--- src/ocp_defines.svh ---
// Register offsets, field positions, reset values and codes for the output compare channel
`ifndef OCP_DEFINES_SVH
`define OCP_DEFINES_SVH

`define OCP_ADDR_CTRL1 3'h0
`define OCP_ADDR_CTRL2 3'h1
`define OCP_ADDR_PRI 3'h2
`define OCP_ADDR_SEC 3'h3
`define OCP_ADDR_PER 3'h4
`define OCP_ADDR_CNT 3'h5
`define OCP_ADDR_STAT 3'h6

`define OCP_CTRL1_RST 16'h0000
`define OCP_CTRL2_RST 16'h000C
`define OCP_CTRL1_WMASK 16'h1F8F
`define OCP_CTRL2_WMASK 16'h01BF

`define OCP_MODE_LSB 0
`define OCP_TRGCLR_BIT 3
`define OCP_FLTST_LSB 4
`define OCP_FLTEN_LSB 7
`define OCP_TBSEL_LSB 10
`define OCP_SYNC_LSB 0
`define OCP_TRIS_BIT 5
`define OCP_TRGST_BIT 6
`define OCP_TRIG_BIT 7
`define OCP_CASC_BIT 8
`define OCP_IRQ_BIT 0

`define OCP_MODE_OFF 3'h0
`define OCP_MODE_SS_RISE 3'h1
`define OCP_MODE_SS_FALL 3'h2
`define OCP_MODE_TOGGLE 3'h3
`define OCP_MODE_DBL_SS 3'h4
`define OCP_MODE_DBL_CONT 3'h5
`define OCP_MODE_PWM_EDGE 3'h6
`define OCP_MODE_PWM_CTR 3'h7

`define OCP_SYNC_FREE 5'h00
`define OCP_SYNC_SELF 5'h1F
`define OCP_TB_CORE 3'h7
`define OCP_TB_TIMER_MAX 3'h4
`define OCP_CNT_MAX 16'hFFFF

`endif

--- src/ocp_pkg.sv ---
// Types shared by the output compare channel files
package ocp_pkg;
	typedef enum logic [1:0] {OCP_ST_IDLE, OCP_ST_ARMED, OCP_ST_ACTIVE, OCP_ST_SPENT} ocp_phase_type;
	typedef logic [2:0] ocp_mode_type;
endpackage

--- src/ocp_counter.sv ---
// Channel counter with step, increment qualifier and synchronous clear
`timescale 1ns/1ps
module ocp_counter #(
	parameter int W = 16
) (
	input wire logic core_clk_i,
	input wire logic rst_n_i,
	input wire logic ce_i,
	input wire logic clr_i,
	input wire logic inc_i,
	output logic [W-1:0] count_o
);
	logic [W-1:0] count_ff;
	logic [W-1:0] nxt_count;

	always_comb
	begin
		nxt_count = count_ff;
		if (clr_i)
			nxt_count = '0;
		else if (inc_i)
			// Wraps from all ones to zero by plain overflow
			nxt_count = count_ff + {{(W-1){1'b0}}, 1'b1};
	end

	always_ff @(posedge core_clk_i or negedge rst_n_i)
	begin
		if (!rst_n_i)
			count_ff <= '0;
		else if (ce_i)
			count_ff <= nxt_count;
	end

	assign count_o = count_ff;
endmodule

--- src/ocp_channel.sv ---
// Output compare and PWM channel with its own counter and register port
`timescale 1ns/1ps
`include "ocp_defines.svh"

module ocp_channel #(
	parameter int W = 16,
	parameter bit CASC_HIGH = 1'b0
) (
	input wire logic core_clk_i,
	input wire logic rst_n_i,
	input wire logic ce_i,
	input wire logic [2:0] reg_addr_i,
	input wire logic [15:0] reg_wdata_i,
	input wire logic reg_wr_i,
	input wire logic reg_rd_i,
	output logic [15:0] reg_rdata_o,
	input wire logic [4:0] timer_tick_i,
	input wire logic [31:0] sync_event_i,
	input wire logic [2:0] fault_i,
	input wire logic casc_step_i,
	input wire logic casc_carry_i,
	input wire logic casc_pri_match_i,
	input wire logic casc_sec_match_i,
	input wire logic casc_per_match_i,
	output logic casc_step_o,
	output logic casc_carry_o,
	output logic casc_pri_match_o,
	output logic casc_sec_match_o,
	output logic casc_per_match_o,
	output logic waveform_output_pin_o,
	output logic waveform_oe_n_o,
	output logic compare_irq_flag_o
);
	logic [15:0] channel_control_one_ff;
	logic [15:0] channel_control_two_ff;
	logic [W-1:0] primary_compare_reg_ff;
	logic [W-1:0] secondary_compare_reg_ff;
	logic [W-1:0] timer_period_reg_ff;
	logic [W-1:0] pri_buf_ff;
	logic [W-1:0] sec_buf_ff;
	logic trigger_status_ff;
	logic nxt_trigger_status;
	logic compare_irq_flag_ff;
	logic [2:0] fault_stat_ff;
	logic [2:0] nxt_fault_stat;
	logic out_ff;
	logic nxt_out;
	logic [15:0] rdata_ff;
	logic [15:0] nxt_rdata;
	ocp_pkg::ocp_phase_type phase_ff;
	ocp_pkg::ocp_phase_type nxt_phase;
	ocp_pkg::ocp_mode_type output_mode_select;
	logic [4:0] sync_source_select;
	logic [2:0] timebase_select;
	logic [2:0] fault_input_enables;
	logic trigger_mode_select;
	logic trigger_status_clear_mode;
	logic cascade_enable;
	logic output_tristate;
	logic [W-1:0] channel_counter;
	logic is_pwm;
	logic is_high;
	logic own_step;
	logic step;
	logic run;
	logic sync_ev;
	logic cnt_clr;
	logic cnt_inc;
	logic pri_hit;
	logic sec_hit;
	logic per_hit;
	logic irq_ev;
	logic wr_ctrl1;
	logic wr_ctrl2;
	logic pwm_level;

	// Picks the counting tick; timers give their prescaler tick
	function automatic logic tb_tick(input logic [2:0] sel, input logic [4:0] ticks);
		logic t;
		t = 1'b0;
		if (sel == `OCP_TB_CORE)
			t = 1'b1;
		else if (sel <= `OCP_TB_TIMER_MAX)
			t = ticks[sel];
		return t;
	endfunction

	// A match in a cascaded pair needs both halves to agree
	function automatic logic pair_match(input logic own, input logic partner, input logic casc);
		return own & (!casc | partner);
	endfunction

	assign output_mode_select = channel_control_one_ff[`OCP_MODE_LSB +: 3];
	assign trigger_status_clear_mode = channel_control_one_ff[`OCP_TRGCLR_BIT];
	assign fault_input_enables = channel_control_one_ff[`OCP_FLTEN_LSB +: 3];
	assign timebase_select = channel_control_one_ff[`OCP_TBSEL_LSB +: 3];
	assign sync_source_select = channel_control_two_ff[`OCP_SYNC_LSB +: 5];
	assign output_tristate = channel_control_two_ff[`OCP_TRIS_BIT];
	assign trigger_mode_select = channel_control_two_ff[`OCP_TRIG_BIT];
	assign cascade_enable = channel_control_two_ff[`OCP_CASC_BIT];

	assign wr_ctrl1 = reg_wr_i && (reg_addr_i == `OCP_ADDR_CTRL1);
	assign wr_ctrl2 = reg_wr_i && (reg_addr_i == `OCP_ADDR_CTRL2);

	assign is_pwm = (output_mode_select == `OCP_MODE_PWM_EDGE) || (output_mode_select == `OCP_MODE_PWM_CTR);
	assign is_high = cascade_enable && CASC_HIGH;

	assign own_step = tb_tick(timebase_select, timer_tick_i);
	assign step = is_high ? casc_step_i : own_step;
	assign cnt_inc = is_high ? casc_carry_i : 1'b1;

	assign casc_step_o = own_step;
	assign casc_pri_match_o = (channel_counter == (is_pwm ? pri_buf_ff : primary_compare_reg_ff));
	assign casc_sec_match_o = (channel_counter == (is_pwm ? sec_buf_ff : secondary_compare_reg_ff));
	assign casc_per_match_o = (channel_counter == timer_period_reg_ff);

	assign pri_hit = step && run && pair_match(casc_pri_match_o, casc_pri_match_i, cascade_enable);
	assign sec_hit = step && run && pair_match(casc_sec_match_o, casc_sec_match_i, cascade_enable);
	assign per_hit = step && run && pair_match(casc_per_match_o, casc_per_match_i, cascade_enable);

	assign sync_ev = (sync_source_select == `OCP_SYNC_SELF) ? per_hit : sync_event_i[sync_source_select];

	assign run = (output_mode_select != `OCP_MODE_OFF)
		&& ((sync_source_select == `OCP_SYNC_FREE) || !trigger_mode_select || trigger_status_ff);

	assign cnt_clr = !run || ((sync_source_select != `OCP_SYNC_FREE) && !trigger_mode_select && sync_ev);

	assign casc_carry_o = step && run && !cnt_clr && (channel_counter == `OCP_CNT_MAX);

	ocp_counter #(
		.W(W)
	) u_counter (
		.core_clk_i(core_clk_i),
		.rst_n_i(rst_n_i),
		.ce_i(ce_i),
		.clr_i(cnt_clr),
		.inc_i(step && run && cnt_inc),
		.count_o(channel_counter)
	);

	always_ff @(posedge core_clk_i or negedge rst_n_i)
	begin
		if (!rst_n_i)
		begin
			channel_control_one_ff <= `OCP_CTRL1_RST;
			channel_control_two_ff <= `OCP_CTRL2_RST;
			primary_compare_reg_ff <= '0;
			secondary_compare_reg_ff <= '0;
			timer_period_reg_ff <= '0;
		end
		else if (ce_i && reg_wr_i)
		begin
			unique case (reg_addr_i)
				`OCP_ADDR_CTRL1: channel_control_one_ff <= reg_wdata_i & `OCP_CTRL1_WMASK;
				`OCP_ADDR_CTRL2: channel_control_two_ff <= reg_wdata_i & `OCP_CTRL2_WMASK;
				`OCP_ADDR_PRI: primary_compare_reg_ff <= reg_wdata_i[W-1:0];
				`OCP_ADDR_SEC: secondary_compare_reg_ff <= reg_wdata_i[W-1:0];
				`OCP_ADDR_PER: timer_period_reg_ff <= reg_wdata_i[W-1:0];
				default: ;
			endcase
		end
	end

	// duty buffers load at period end in PWM modes, every enabled cycle otherwise
	always_ff @(posedge core_clk_i or negedge rst_n_i)
	begin
		if (!rst_n_i)
		begin
			pri_buf_ff <= '0;
			sec_buf_ff <= '0;
		end
		else if (ce_i && (!is_pwm || per_hit))
		begin
			pri_buf_ff <= primary_compare_reg_ff;
			sec_buf_ff <= secondary_compare_reg_ff;
		end
	end

	// Hardware clear first, software next, trigger event wins
	always_comb
	begin
		nxt_trigger_status = trigger_status_ff;
		if (trigger_status_clear_mode && sec_hit)
			nxt_trigger_status = 1'b0;
		if (wr_ctrl2)
			nxt_trigger_status = reg_wdata_i[`OCP_TRGST_BIT];
		if (trigger_mode_select && (sync_source_select != `OCP_SYNC_FREE) && sync_ev)
			nxt_trigger_status = 1'b1;
	end

	always_ff @(posedge core_clk_i or negedge rst_n_i)
	begin
		if (!rst_n_i)
			trigger_status_ff <= 1'b0;
		else if (ce_i)
			trigger_status_ff <= nxt_trigger_status;
	end

	// Fault status is sticky; writing zero clears it unless a fault persists
	always_comb
	begin
		nxt_fault_stat = fault_stat_ff;
		if (wr_ctrl1)
			nxt_fault_stat = fault_stat_ff & reg_wdata_i[`OCP_FLTST_LSB +: 3];
		if (is_pwm)
			nxt_fault_stat = nxt_fault_stat | (fault_i & fault_input_enables);
	end

	always_ff @(posedge core_clk_i or negedge rst_n_i)
	begin
		if (!rst_n_i)
			fault_stat_ff <= 3'h0;
		else if (ce_i)
			fault_stat_ff <= nxt_fault_stat;
	end

	always_comb
	begin
		if (output_mode_select == `OCP_MODE_PWM_CTR)
			pwm_level = (channel_counter >= pri_buf_ff) && (channel_counter < sec_buf_ff);
		else
			pwm_level = channel_counter < sec_buf_ff;
	end

	always_comb
	begin
		nxt_out = out_ff;
		nxt_phase = phase_ff;
		irq_ev = 1'b0;
		if (wr_ctrl1)
		begin
			nxt_phase = (reg_wdata_i[`OCP_MODE_LSB +: 3] == `OCP_MODE_OFF) ? ocp_pkg::OCP_ST_IDLE : ocp_pkg::OCP_ST_ARMED;
			nxt_out = (reg_wdata_i[`OCP_MODE_LSB +: 3] == `OCP_MODE_SS_FALL);
		end
		else if (is_pwm)
		begin
			// Any latched fault parks the pin low
			nxt_out = pwm_level && (fault_stat_ff == 3'h0);
			irq_ev = per_hit;
		end
		else if (phase_ff == ocp_pkg::OCP_ST_ARMED || phase_ff == ocp_pkg::OCP_ST_ACTIVE)
		begin
			unique case (output_mode_select)
				`OCP_MODE_SS_RISE, `OCP_MODE_SS_FALL:
				begin
					if (pri_hit)
					begin
						nxt_out = !out_ff;
						irq_ev = 1'b1;
						nxt_phase = ocp_pkg::OCP_ST_SPENT;
					end
				end
				`OCP_MODE_TOGGLE:
				begin
					if (pri_hit)
					begin
						nxt_out = !out_ff;
						irq_ev = 1'b1;
					end
				end
				`OCP_MODE_DBL_SS, `OCP_MODE_DBL_CONT:
				begin
					if (phase_ff == ocp_pkg::OCP_ST_ARMED && pri_hit)
					begin
						nxt_out = 1'b1;
						nxt_phase = ocp_pkg::OCP_ST_ACTIVE;
					end
					else if (phase_ff == ocp_pkg::OCP_ST_ACTIVE && sec_hit)
					begin
						nxt_out = 1'b0;
						irq_ev = 1'b1;
						nxt_phase = (output_mode_select == `OCP_MODE_DBL_CONT) ? ocp_pkg::OCP_ST_ARMED : ocp_pkg::OCP_ST_SPENT;
					end
				end
				default:
					nxt_phase = ocp_pkg::OCP_ST_IDLE;
			endcase
		end
	end

	always_ff @(posedge core_clk_i or negedge rst_n_i)
	begin
		if (!rst_n_i)
		begin
			phase_ff <= ocp_pkg::OCP_ST_IDLE;
			out_ff <= 1'b0;
		end
		else if (ce_i)
		begin
			phase_ff <= nxt_phase;
			out_ff <= nxt_out;
		end
	end

	// sticky flag, set beats write one clear
	always_ff @(posedge core_clk_i or negedge rst_n_i)
	begin
		if (!rst_n_i)
			compare_irq_flag_ff <= 1'b0;
		else if (ce_i)
		begin
			if (irq_ev)
				compare_irq_flag_ff <= 1'b1;
			else if (reg_wr_i && reg_addr_i == `OCP_ADDR_STAT && reg_wdata_i[`OCP_IRQ_BIT])
				compare_irq_flag_ff <= 1'b0;
		end
	end

	always_comb
	begin
		nxt_rdata = 16'h0000;
		unique case (reg_addr_i)
			`OCP_ADDR_CTRL1: nxt_rdata = channel_control_one_ff | {9'h000, fault_stat_ff, 4'h0};
			`OCP_ADDR_CTRL2: nxt_rdata = channel_control_two_ff | {9'h000, trigger_status_ff, 6'h00};
			`OCP_ADDR_PRI: nxt_rdata[W-1:0] = primary_compare_reg_ff;
			`OCP_ADDR_SEC: nxt_rdata[W-1:0] = secondary_compare_reg_ff;
			`OCP_ADDR_PER: nxt_rdata[W-1:0] = timer_period_reg_ff;
			`OCP_ADDR_CNT: nxt_rdata[W-1:0] = channel_counter;
			`OCP_ADDR_STAT: nxt_rdata[`OCP_IRQ_BIT] = compare_irq_flag_ff;
			default: nxt_rdata = 16'h0000;
		endcase
	end

	always_ff @(posedge core_clk_i or negedge rst_n_i)
	begin
		if (!rst_n_i)
			rdata_ff <= 16'h0000;
		else if (ce_i && reg_rd_i)
			rdata_ff <= nxt_rdata;
	end

	assign reg_rdata_o = rdata_ff;
	assign waveform_output_pin_o = out_ff;
	// tristate bit gates low half pin
	assign waveform_oe_n_o = cascade_enable && !CASC_HIGH && output_tristate;
	assign compare_irq_flag_o = compare_irq_flag_ff;
endmodule

--- config.mk ---
export PLATFORM = sky130hd
export DESIGN_NAME = ocp_channel
export DESIGN_NICKNAME = d
export VERILOG_FILES = /design/src/ocp_pkg.sv /design/src/ocp_counter.sv /design/src/ocp_channel.sv
export VERILOG_INCLUDE_DIRS = /design/src
export SDC_FILE = /design/constraint.sdc
export NUM_CORES = 1
export LEC_CHECK = 0
export BUFFER_PORTS_ARGS = -buffer_cell sky130_fd_sc_hd__buf_2
export CAP_MARGIN = 10
export CORE_ASPECT_RATIO = 2
export CORE_MARGIN = 2
export CORE_UTILIZATION = 30
export DETAILED_ROUTE_END_ITERATION = 7
export PLACE_DENSITY_LB_ADDON = 0.3
export SLEW_MARGIN = 5
export SYNTH_ARGS = -nofsm -noshare
export SYNTH_HDL_FRONTEND = slang
export SYNTH_HIERARCHICAL = 1
export SYNTH_SLANG_ARGS = --single-unit
export TNS_END_PERCENT = 50
--- constraint.sdc ---
create_clock -name core_clk_i -period 8 [get_ports core_clk_i]
set_clock_uncertainty 0.05 [all_clocks]
set_input_delay 1.2 -clock core_clk_i [delete_from_list [all_inputs] [get_ports core_clk_i]]
set_output_delay 1.2 -clock core_clk_i [all_outputs]
set_load 0.01 [all_outputs]
[Word-level counts from Yosys, hierarchy flattened]
Cells that the tools add are included.
Storage, ports and cells
  bits in registers: 138
  input port bits: 69
  word-level logic and storage cells: 164
Operators by class
  $add $sub $neg: 1
  magnitude comparators: 5
  equality and inequality tests: 28
  mux-type cells: 44
  bitwise operators: 11
  reductions and logical operators: 61
Operator list (number)
  15-bit case mux with 6 select lines: 1
  16-bit 2-to-1 mux: 4
  16-bit == test: 3
  3-bit == test (second input constant): 8
  1-bit logical AND: 24
  1-bit 2-to-1 mux: 24
  16-bit by 1-bit adder with 16-bit output (second input constant): 1
  16-bit == test (second input constant): 1
  16-bit >= comparator: 1
  16-bit < comparator: 1
  2-bit AND reduction: 8
  3-bit by 2-bit == test with 1-bit output (second input constant): 5
  2-bit 2-to-1 mux: 7
  13-bit by 7-bit OR with 13-bit output: 1
  3-bit zero test: 3
  9-bit by 7-bit OR with 9-bit output: 1
  3-bit nonzero test: 3
  1-bit case mux with 7 select lines: 1
  3-bit AND: 2
  3-bit by 1-bit == test with 1-bit output (second input constant): 2
  1-bit zero test: 6
  1-bit logical OR: 6
  5-bit by 6-bit < comparator with 1-bit output (second input constant): 1
  3-bit 2-to-1 mux: 2
  26 further kinds: 34

[Depth between registers and ports, before layout]
Gate-level depths: netlist (run 1).
  depth in word-level cells: 15
  gate-level depth with buffers: 15
  depth with buffers taken out: 13

[Modules after synthesis]
Netlist (run 1), hierarchy kept.
By module, submodules not included
  ocp_channel: times used 1, cells an instance 748, area each 7727.4 µm², seq. area each 3055.4 µm²
  ocp_counter: times used 1, cells an instance 94, area each 872.1 µm², seq. area each 400.4 µm²

[Worst setup path before layout (run 1)]
Ideal clock, no wire load.
  path type: input port to output port
  start point: input sync_event_i[31]
  end point: output casc_carry_o
  data arrival time: 2.966 ns
  required time: 6.750 ns
  setup slack: 3.784 ns
  stages: 8
  path buffers: 0
  cell sequence: mux4_2 -> mux4_2 -> mux2i_1 -> nand2_1 -> o211ai_1 -> o31ai_1 -> nor2b_1 -> nor3_1
Between the ends
  cells in the longest elaborated chain, start to end: 8
Ends and longest elaborated chain
  start, declared: RTL line ocp_channel.sv:18  | input wire logic [31:0] sync_event_i,
  1-bit binary-select mux with 5-bit select: RTL line ocp_channel.sv:121  | assign sync_ev = (sync_source_select == `OCP_SYNC_SELF) ? per_hit : sync_event_i[sync_source_select];
  1-bit 2-to-1 mux (not written as such): RTL line ocp_channel.sv:121
  1-bit 2-to-1 mux: RTL line ocp_channel.sv:121
  1-bit logical AND: RTL line ocp_channel.sv:126  | assign cnt_clr = !run || ((sync_source_select != `OCP_SYNC_FREE) && !trigger_mode_select && sync_ev);
  1-bit logical OR: RTL line ocp_channel.sv:126
  1-bit zero test: RTL line ocp_channel.sv:128  | assign casc_carry_o = step && run && !cnt_clr && (channel_counter == `OCP_CNT_MAX);
  1-bit logical AND (2 in a row): RTL line ocp_channel.sv:128
  end, declared: RTL line ocp_channel.sv:26  | output logic casc_carry_o,
Every way passes these cells. The select of a mux whose other input is x is not followed.

[Final worst setup path (run 1)]
  start point: register u_counter.count_ff[11], in the netlist u_counter/count_o[11]
  end point: output casc_carry_o
Between the ends
  cells in the longest elaborated chain, start to end: 9
  elaborated cells between the ends (all ways): 10
  those cells by class: 2 x eq/ne; 1 x mux; 1 x bitwise; 6 x reduce/logical
Ends and longest elaborated chain
  start, declared: RTL line ocp_counter.sv:13  | logic [W-1:0] count_ff;
  start signal, assigned: RTL line ocp_counter.sv:31  | count_ff <= nxt_count;
  16-bit == test: RTL line ocp_channel.sv:115  | assign casc_per_match_o = (channel_counter == timer_period_reg_ff);
  1-bit AND: RTL line ocp_channel.sv:90  | return own & (!casc | partner);
  1-bit logical AND: RTL line ocp_channel.sv:119  | assign per_hit = step && run && pair_match(casc_per_match_o, casc_per_match_i, cascade_enable);
  1-bit 2-to-1 mux: RTL line ocp_channel.sv:121
  1-bit logical AND: RTL line ocp_channel.sv:126
  1-bit logical OR: RTL line ocp_channel.sv:126
  1-bit zero test: RTL line ocp_channel.sv:128
  1-bit logical AND: RTL line ocp_channel.sv:128
  1-bit logical AND (*): RTL line ocp_channel.sv:128
Every way passes the cells marked *; elsewhere a longest branch is shown, timed or not.

==> flow_metrics.env, run 1 <==
export IMPL_status="complete, no violations"
export IMPL_antenna_found_initial=0
export IMPL_maxCapViolCount=0
export IMPL_synthFlopType="dfrtp_1"
export IMPL_yosys_area_top_type="dfrtp_1"
export IMPL_synth_top_area_share_pct=39.6
export IMPL_worstPathRequired_ns=6.75
export IMPL_dieWidth_um=124
export IMPL_final_common_cell="dfrtp_1"
export IMPL_start_util_pct=30.5
export IMPL_relSlewSlack_pct=26.6
export IMPL_drive_gt1_share_pct=27.0
export IMPL_dpl_cell_area_sq_mm=0.00934
export IMPL_cts_repair_resized=0
export IMPL_hp_class="register to register"
export IMPL_crit_arrival_ns=3.50
export IMPL_async_flop_share_pct=100
export IMPL_syn_area_sq_mm=0.00860
export IMPL_cts_setup_buffers=0
export IMPL_syn_nets=945
export IMPL_setup_tns_ns=0
export IMPL_cts_hold_buf=0
export IMPL_max_freq_mhz=210
export IMPL_drcViolationCount=0
export IMPL_cts_inserted_buffers=17
export IMPL_finalHoldViolations=0
export IMPL_wl_per_cell_um=22.6
export IMPL_clk_pin_slew_ns=0.06
export IMPL_synth_cell_types=72
export IMPL_synth_seq_area_share_pct=40.2
export IMPL_cp_start_kind="register"
export IMPL_hpwl_mm=22.0
export IMPL_num_vias=7102
export IMPL_ys_seq_elements=138
export IMPL_power_density_mw_per_mm2=272
export IMPL_synthTopCellsByArea="dfrtp_1 (40%), mux2_2 (12%), ha_1 (4.9%), xnor2_1 (4.0%), mux4_2 (3.7%)"
export IMPL_grt_max_degree=72
export IMPL_io_buffers=90
export IMPL_min_period_ns=4.75
export IMPL_gp_congestion=0.926
export IMPL_cts_sinks=138
export IMPL_nFillCells=2810
export IMPL_rsz0062_at_grt="no"
export IMPL_power_leakage_nw=4.30
export IMPL_area_delta_synth_final_pct=15.2
export IMPL_grt_pass1_wl_mm=43.7
export IMPL_drtAntennaViolNets=0
export IMPL_overflow=0
export IMPL_synth_edff_count=0
export IMPL_core_area_sq_mm=0.0282
export IMPL_nets=1011
export IMPL_mostFrequentLayoutCells="dfrtp_1 (136), mux2_2 (92), buf_2 (89)"
export IMPL_num_rows=87
export IMPL_dieHeight_um=243
export IMPL_dieArea_sq_mm=0.0301
export IMPL_firstDrtPassIters=5
export IMPL_grt_pass1_vias=7376
export IMPL_clock_path_buffers=2
export IMPL_syn_avg_cell_area_sq_um=10.2
export IMPL_fin_crit_sh_pct=59.4
export IMPL_htreeDepth=4
export IMPL_irDropWorstVdd_uv=195
export IMPL_syn_inst=842
export IMPL_viasPerCell=5.56
export IMPL_yosys_warnings=6
export IMPL_grt_util_all_layers_pct=19.8
export IMPL_slew_violations=0
export IMPL_cts_tree="yes"
export IMPL_critical_path_class="register to output port"
export IMPL_routed_wl_mm=28.8
export IMPL_setup_worst_path_end_class="output port"
export IMPL_final_cell_area_sq_mm=0.00990
export IMPL_worst_pin_slew_ns=1.10
export IMPL_clk_latency_ns=0.44
export IMPL_io_pins=93
export IMPL_cts_root_buf="clkbuf_16"
export IMPL_antenna_cells=0
export IMPL_setup_violations=0
export IMPL_drt_iter0_drc=456
export IMPL_crit_fanout=15
registers in the layout, summed over array words and instances (netlist names):
register and count:
reg_rdata_o 16, u_counter/count_o 16, secondary_compare_reg_ff 16, primary_compare_reg_ff 16
waveform_output_pin_o 1, trigger_status_ff 1, sec_buf_ff 16, fault_stat_ff 3
phase_ff 2, channel_control_two_ff 8, channel_control_one_ff 10, timer_period_reg_ff 16
compare_irq_flag_o 1, pri_buf_ff 16
power by group:
group	leakage [nW]	switching [mW]	internal [mW]
logic	2.31	0.436	0.389
clock network	0.258	0.329	0.427
registers	1.73	0.246	0.870
per-stage QoR:
step	std cells	util [%]	worst slack, ns	hold WS [ns]	power [mW]
after floorplan	842	-	3.78	0.400	1.63
after global placement	1244	33.1	3.35	0.410	1.93
after detailed placement	1244	33.1	3.32	0.420	1.95
after CTS	1276	35.1	3.23	0.434	2.71
after global routing	1277	35.1	3.08	0.456	2.84
final	1277	35.1	3.25	0.432	2.70
metal layers:
layer  global-route usage [%]  routed length (um)
met2                     35.7               15700
met1                     20.3               10200
met5                        0                   0
met3                     2.41                 797
met4                     14.2                2130
final timing paths:
path	from	endpoint	slack (ns)	cells past startpoint
worst max register to register	u_counter/count_o[11]$_DFFE_PN0P_	u_counter/count_o[15]$_DFFE_PN0P_	3.43	13
min in group asynchronous	rst_n_i	phase_ff[0]$_DFFE_PN0P_	0.70	1
worst min register to register	pri_buf_ff[1]$_DFFE_PN0P_	pri_buf_ff[1]$_DFFE_PN0P_	0.43	2
worst min-delay path	pri_buf_ff[1]$_DFFE_PN0P_	pri_buf_ff[1]$_DFFE_PN0P_	0.43	2
max in group asynchronous	rst_n_i	timer_period_reg_ff[8]$_DFFE_PN0P_	5.78	2
worst max-delay path	u_counter/count_o[11]$_DFFE_PN0P_	casc_carry_o	3.25	10
synth_stat cells (all sizes together) (4+ instances only):
library cell and number:
dfrtp 136, mux2 93, inv 69, nand2 61
o21ai 59, xnor2 39, clkbuf 34, ha 34
a21oi 31, nand4 30, nor2 27, mux2i 19
o22ai 19, buf 15, mux4 14, nor3 14
a221oi 11, xor2 11, nor4 10, nor2b 9
a22oi 8, o211ai 8, a31oi 7, nand3 7
a21o 6, nand2b 6, a2111oi 4, and3 4
o32ai 4, o41ai 4
critical path: stages, from the launching register on:
cell	delay (ns)
dfrtp_1	0.79
xnor2_1	0.19
nand4_1	0.28
nor4_1	0.49
o21ai_0	0.27
nor2_1	0.28
o211ai_1	0.12
o31ai_1	0.13
nor2b_1	0.25
nor3_1	0.11
buf_2	0.15
cell type report:
type	instances	area (sq um)	area share (%)
clock buffer	18	429	4.33
clock inverter	14	126	1.28
inverter	69	259	2.62
multi-input combinational	586	4680	47.3
sequential	138	3460	34.9
tap	356	445	4.50
timing repair buffer	96	505	5.10
cells by family after synthesis:
group,share of synthesized area [%]
xor+xnor,5.09
flops,40.2
fa+ha+maj,4.95
buf+inv,5.50
mux,18.1
compound gates,14.7
simple gates,11.5
(Power assumes the default switching activity.)
==> inputs of run 2 (changes only) <==
==> constraint.sdc (replaced) <==
create_clock -name core_clk_i -period 4.8 [get_ports core_clk_i]
set_clock_uncertainty 0.05 [all_clocks]
set_input_delay 0.72 -clock core_clk_i [delete_from_list [all_inputs] [get_ports core_clk_i]]
set_output_delay 0.72 -clock core_clk_i [all_outputs]
set_load 0.01 [all_outputs]
==> run 2 against run 1 <==
Global-route usage is 0.96 points higher. First-iteration DRC count fell by 18%. Largest power group unchanged. Total power up 72%. Worst setup slack got worse by 2.7 ns. Cell area is 1.6% higher. Flip-flop and latch count is the same. Critical path depth up 3. Routed wire length up 4.9%. Utilization rose by 0.55 points. Sequential power up 61%. Sequential share of layout area shrank 0.54 points. Via count grew 1.3%.
==> flow_metrics.env, run 2 (synthesized netlist as in run 1, its figures left out) <==
export IMPL_wl_per_cell_um=23.4
export IMPL_cts_sinks=138
export IMPL_gp_congestion=0.931
export IMPL_cts_tree="yes"
export IMPL_slew_violations=0
export IMPL_cts_hold_buf=0
export IMPL_p_int_mw=2.90
export IMPL_io_pins=93
export IMPL_final_common_cell="dfrtp_1"
export IMPL_cp_start_kind="register"
export IMPL_place_inst=1262
export IMPL_crit_fanout=9
export IMPL_power_leakage_nw=4.41
export IMPL_firstDrtPassIters=7
export IMPL_r2r_slack_ns=0.52
export IMPL_dieHeight_um=243
export IMPL_drt_iter0_drc=375
export IMPL_irDropWorstVdd_uv=294
export IMPL_finish_utilization_pct=35.7
export IMPL_antenna_found_initial=0
export IMPL_area_delta_synth_final_pct=17.0
export IMPL_min_period_ns=4.28
export IMPL_grt_pass1_wl_mm=45.6
export IMPL_viasPerCell=5.56
export IMPL_setup_tns_ns=0
export IMPL_crit_arrival_ns=4.60
export IMPL_drive_gt1_share_pct=28.4
export IMPL_num_rows=87
export IMPL_cts_inserted_buffers=17
export IMPL_rr_worst_depth=13
export IMPL_num_vias=7194
export IMPL_overflow=0
export IMPL_combPwrFrac_pct=32.2
export IMPL_core_area_sq_mm=0.0282
export IMPL_pwr_share_seq_pct=38.7
export IMPL_rsz0062_at_grt="no"
export IMPL_p_clk_share_pct=29.1
export IMPL_cts_setup_buffers=0
export IMPL_status="complete, no violations"
export IMPL_drtAntennaViolNets=0
export IMPL_fin_cells=1294
export IMPL_worstPathRequired_ns=5.12
export IMPL_setup_worst_path_end_class="register"
export IMPL_nets=1028
export IMPL_cts_root_buf="clkbuf_16"
export IMPL_power_density_mw_per_mm2=461
export IMPL_setup_violations=0
export IMPL_hp_class="primary input to async pin"
export IMPL_fin_crit_sh_pct=89.2
export IMPL_antenna_cells=0
export IMPL_dieWidth_um=124
export IMPL_io_buffers=90
export IMPL_grt_max_degree=99
export IMPL_power_switching_share_pct=37.3
export IMPL_critical_path_class="register to register"
export IMPL_nFillCells=2842
export IMPL_timing_rr_end="u_counter/count_o[15]$_DFFE_PN0P_"
export IMPL_mostFrequentLayoutCells="dfrtp_1 (136), mux2_2 (92), buf_2 (89)"
export IMPL_dieArea_sq_mm=0.0301
export IMPL_clock_path_buffers=2
export IMPL_clk_pin_slew_ns=0.07
export IMPL_drcViolationCount=0
export IMPL_start_util_pct=30.5
export IMPL_clk_latency_ns=0.45
export IMPL_cts_repair_resized=0
export IMPL_htreeDepth=4
export IMPL_worst_pin_slew_ns=1.04
export IMPL_hpwl_mm=23.2
export IMPL_grt_pass1_vias=7521
export IMPL_reg2reg_from="u_counter/count_o[15]$_DFFE_PN0P_"
export IMPL_maxCapViolCount=0
export IMPL_finalHoldViolations=0
export IMPL_relSlewSlack_pct=30.2
export IMPL_max_freq_mhz=233
export IMPL_switchingPower_mw=1.73
export IMPL_grt_util_all_layers_pct=20.7
export IMPL_routed_wl_mm=30.2
## run 2: cell type report
cell class	count	area (sq um)	area share, %
Clock inverter	13	144	1.43
Timing Repair Buffer	113	629	6.26
Multi-Input combinational cell	586	4680	46.5
Inverter	69	259	2.57
Sequential cell	138	3460	34.4
Clock buffer	19	443	4.40
Tap cell	356	445	4.43
## run 2: power by group through the flow
stage	logic, mW	clock network (mW)	registers (mW)
finish	1.49	1.35	1.80
global route	1.63	1.40	1.83
CTS	1.49	1.37	1.79
detailed placement	1.48	0	1.81
global placement	1.46	0	1.80
floorplan	1.04	0	1.69
## run 2: worst max path at each step
stage / depth (start not counted) / slack, ns / endpoint / from
2_1_floorplan: 15 / 1.14 / u_counter/count_o[15]$_DFFE_PN0P_ / u_counter/count_o[7]$_DFFE_PN0P_
3_3_place_gp: 13 / 0.69 / u_counter/count_o[15]$_DFFE_PN0P_ / u_counter/count_o[15]$_DFFE_PN0P_
3_5_place_dp: 13 / 0.58 / u_counter/count_o[15]$_DFFE_PN0P_ / u_counter/count_o[15]$_DFFE_PN0P_
4_1_cts: 9 / 0.48 / casc_carry_o / channel_control_two_ff[0]$_DFFE_PN0P_
5_1_grt: 9 / 0.28 / casc_carry_o / channel_control_two_ff[0]$_DFFE_PN0P_
6_report: 13 / 0.52 / u_counter/count_o[15]$_DFFE_PN0P_ / u_counter/count_o[15]$_DFFE_PN0P_
## run 2: through the flow
step                      area (sq um)  total power [mW]  setup slack (ns)  hold WS, ns
final                            10100              4.63             0.517        0.274
after global routing             10100              4.86             0.275        0.382
after CTS                        10100              4.65             0.475        0.367
after detailed placement          9470              3.30             0.585        0.411
after global placement            9470              3.26             0.687        0.413
after floorplan                   8600              2.72              1.14        0.374
## run 2: critical path, stage by stage, from the launching register on
cell	delay [ns]
dfrtp_1	0.61
xnor2_1	0.17
nand4_1	0.17
nor4_1	0.67
o21ai_0	0.25
nor2_1	0.30
o211ai_1	0.12
o31ai_1	0.14
nor2b_1	0.25
nand2b_1	0.22
o211ai_4	0.18
or4_4	0.55
or3_1	0.37
a21oi_1	0.15
## run 2: routing by layer
layer	routed length (um)	part of all wire, %	vias up	global-route usage, %
met5	0	0	-	0
li1	-	-	3254	-
met2	15600	52	225	35.5
met4	2880	9.5	0	17.6
met3	949	3.1	110	2.86
met1	10800	36	3605	21.7
==> inputs of run 3 (changes only) <==
--- a/config.mk
+++ b/config.mk
@@ -16,6 +16,5 @@
 export SLEW_MARGIN = 5
 export SYNTH_ARGS = -nofsm -noshare
 export SYNTH_HDL_FRONTEND = slang
-export SYNTH_HIERARCHICAL = 1
 export SYNTH_SLANG_ARGS = --single-unit
 export TNS_END_PERCENT = 50
==> run 3 against run 2 <==
Sequential power is 3% higher. Worst hold slack better by 0.036 ns. Die area is 0.72% higher. Sequential share of layout area is 0.068 points lower. Combinational power is 6% lower. Synthesized area is 0.74% higher. Critical path type is now register to output port. Largest power group unchanged.
==> flow_metrics.env, run 3 <==
export IMPL_status="complete, no violations"
export IMPL_cp_start_kind="register"
export IMPL_cts_setup_buffers=0
export IMPL_cts_hold_buf=0
export IMPL_finalHoldViolations=0
export IMPL_clk_pin_slew_ns=0.06
export IMPL_synth_cell_types=65
export IMPL_cts_tree="yes"
export IMPL_slew_violations=0
export IMPL_power_leakage_nw=4.46
export IMPL_num_rows=88
export IMPL_area_delta_synth_final_pct=16.3
export IMPL_drcViolationCount=0
export IMPL_worst_pin_slew_ns=0.958
export IMPL_whs_ns=0.310
export IMPL_syn_avg_cell_area_sq_um=9.80
export IMPL_syn_nets=987
export IMPL_antenna_cells=0
export IMPL_critical_path_class="register to output port"
export IMPL_grt_pass1_vias=7235
export IMPL_grt_max_degree=95
export IMPL_wl_per_cell_um=22.1
export IMPL_irDropWorstVdd_uv=263
export IMPL_cts_root_buf="clkbuf_16"
export IMPL_core_area_sq_mm=0.0286
export IMPL_cts_repair_resized=0
export IMPL_setup_tns_ns=0
export IMPL_clock_path_buffers=2
export IMPL_yosys_area_top_type="dfrtp_1"
export IMPL_crit_arrival_ns=3.51
export IMPL_synthTopCellsByArea="dfrtp_1 (39%), mux2_2 (10%), ha_1 (4.9%), xnor2_1 (4.8%), o21ai_0 (3.5%)"
export IMPL_min_period_ns=4.28
export IMPL_ys_seq_elements=138
export IMPL_total_power_mw=4.60
export IMPL_setup_violations=0
export IMPL_dieArea_sq_mm=0.0303
export IMPL_cts_sinks=138
export IMPL_viasPerCell=5.51
export IMPL_rsz0062_at_grt="no"
export IMPL_reg2reg_from="channel_control_one_ff[1]$_DFFE_PN0P_"
export IMPL_htreeDepth=4
export IMPL_syn_area_sq_mm=0.00866
export IMPL_drive_gt1_share_pct=24.6
export IMPL_synthTopCellsByCount="dfrtp_1 (136), mux2_2 (80), nand2_1 (69), o21ai_0 (60), inv_1 (59)"
export IMPL_synth_top_area_share_pct=39.3
export IMPL_firstDrtPassIters=7
export IMPL_dieWidth_um=124
export IMPL_synth_seq_area_share_pct=39.9
export IMPL_synth_edff_count=0
export IMPL_nFillCells=2867
export IMPL_r2r_slack_ns=1.03
export IMPL_relSlewSlack_pct=36.1
export IMPL_yosysMostFrequentCell="dfrtp_1"
export IMPL_maxCapViolCount=0
export IMPL_grt_pass1_wl_mm=44.5
export IMPL_dieHeight_um=244
export IMPL_timing_rr_end="phase_ff[0]$_DFFE_PN0P_"
export IMPL_hpwl_mm=22.0
export IMPL_drt_iter0_drc=688
export IMPL_num_vias=7344
export IMPL_hp_class="primary input to async pin"
export IMPL_rr_worst_depth=8
export IMPL_setup_worst_path_end_class="output port"
export IMPL_cts_inserted_buffers=17
export IMPL_yosys_warnings=0
export IMPL_synthFlopType="dfrtp_1"
export IMPL_grt_util_all_layers_pct=19.8
export IMPL_power_density_mw_per_mm2=456
export IMPL_syn_inst=884
export IMPL_drtAntennaViolNets=0
export IMPL_overflow=0
export IMPL_mostFrequentLayoutCells="dfrtp_1 (136), buf_2 (89), mux2_2 (80)"
export IMPL_routed_wl_mm=29.4
export IMPL_max_freq_mhz=234
export IMPL_clk_latency_ns=0.44
export IMPL_io_buffers=90
export IMPL_nets=1063
export IMPL_final_common_cell="dfrtp_1"
export IMPL_crit_fanout=14
export IMPL_start_util_pct=30.3
export IMPL_gp_congestion=0.942
export IMPL_async_flop_share_pct=100
export IMPL_fin_crit_sh_pct=89.1
export IMPL_io_pins=93
export IMPL_antenna_found_initial=0
export IMPL_worstPathRequired_ns=4.03
==> run 3: changes by cell type in the layout (fill, tap and decap cells not counted), sizes merged, moves of 5 or more <==
cell	previous run	this run
inv	72	65
nand4	30	19
o22ai	19	7
nand2	61	69
nand3	7	13
xnor2	39	47
a21o	6	14
mux2	93	84
nand2b	6	14
nor2	27	53
a211oi	2	7
==> run 3: how the worst max path moves through the flow <==
stage	slack, ns	cells past startpoint	end	from
after floorplan	1.60	6	casc_carry_o	sync_event_i[31]
after global placement	1.18	6	casc_pri_match_o	channel_control_one_ff[1]$_DFFE_PN0P_
after detailed placement	1.13	6	casc_pri_match_o	channel_control_one_ff[1]$_DFFE_PN0P_
after CTS	0.62	6	casc_pri_match_o	channel_control_one_ff[1]$_DFFE_PN0P_
after global routing	0.37	6	casc_pri_match_o	channel_control_one_ff[1]$_DFFE_PN0P_
final	0.52	6	casc_pri_match_o	channel_control_one_ff[1]$_DFFE_PN0P_
==> run 3: final cells by class <==
class                           count  area (sq um)  area share (%)
Timing Repair Buffer              112           622            6.17
Inverter                           59           221            2.20
Tap cell                          360           450            4.47
Sequential cell                   138          3460            34.3
Multi-Input combinational cell    632          4740            47.0
Clock inverter                     14           163            1.61
Clock buffer                       18           429            4.26
==> run 3: cells by family (layout without fill, tap and decap cells) <==
| kind of cell | after synthesis | count (layout) | share of synthesized area (%) |
|---|---|---|---|
| DFF | 138 | 138 | 39.9 |
| AOI/OAI and AO/OA | 197 | 197 | 15.2 |
| buffers and inverters | 114 | 203 | 5.43 |
| adders and majority gates | 34 | 34 | 4.91 |
| and+or+nand+nor | 228 | 228 | 12.8 |
| muxes | 116 | 116 | 16.1 |
| xor gates and xnor gates | 57 | 57 | 5.76 |
==> run 3: metrics by stage <==
step	cells	worst slack [ns]	area [sq um]	utilization [%]
finish	1333	0.522	10100	35.2
global route	1333	0.371	10100	35.2
CTS	1333	0.615	10100	35.2
detailed placement	1301	1.13	9490	33.1
global placement	1301	1.18	9490	33.1
floorplan	884	1.60	8660	-
==> run 3: power breakdown <==
part | total (mW) | leakage [nW] | internal (mW) | switching [mW]
Clock | 1.35 | 0.282 | 0.778 | 0.571
Sequential | 1.85 | 1.72 | 1.45 | 0.395
Combinational | 1.40 | 2.45 | 0.656 | 0.743
==> run 3: worst max-delay path, cell delays in order, from the launching register on <==
cell and delay [ns]:
dfrtp_1 0.66, nand2_1 0.50, a211oi_1 0.47, a221oi_1 0.19, nor4_1 0.71, and3_1 0.37, buf_2 0.16
==> run 3: routing by layer <==
metal / GRT usage [%] / vias to the layer above / wire length, um
met5: 0 / - / 0
met4: 9.78 / 0 / 1500
met3: 4.03 / 68 / 2030
met2: 30.8 / 342 / 13800
met1: 26.0 / 3600 / 12100
li1: - / 3334 / -
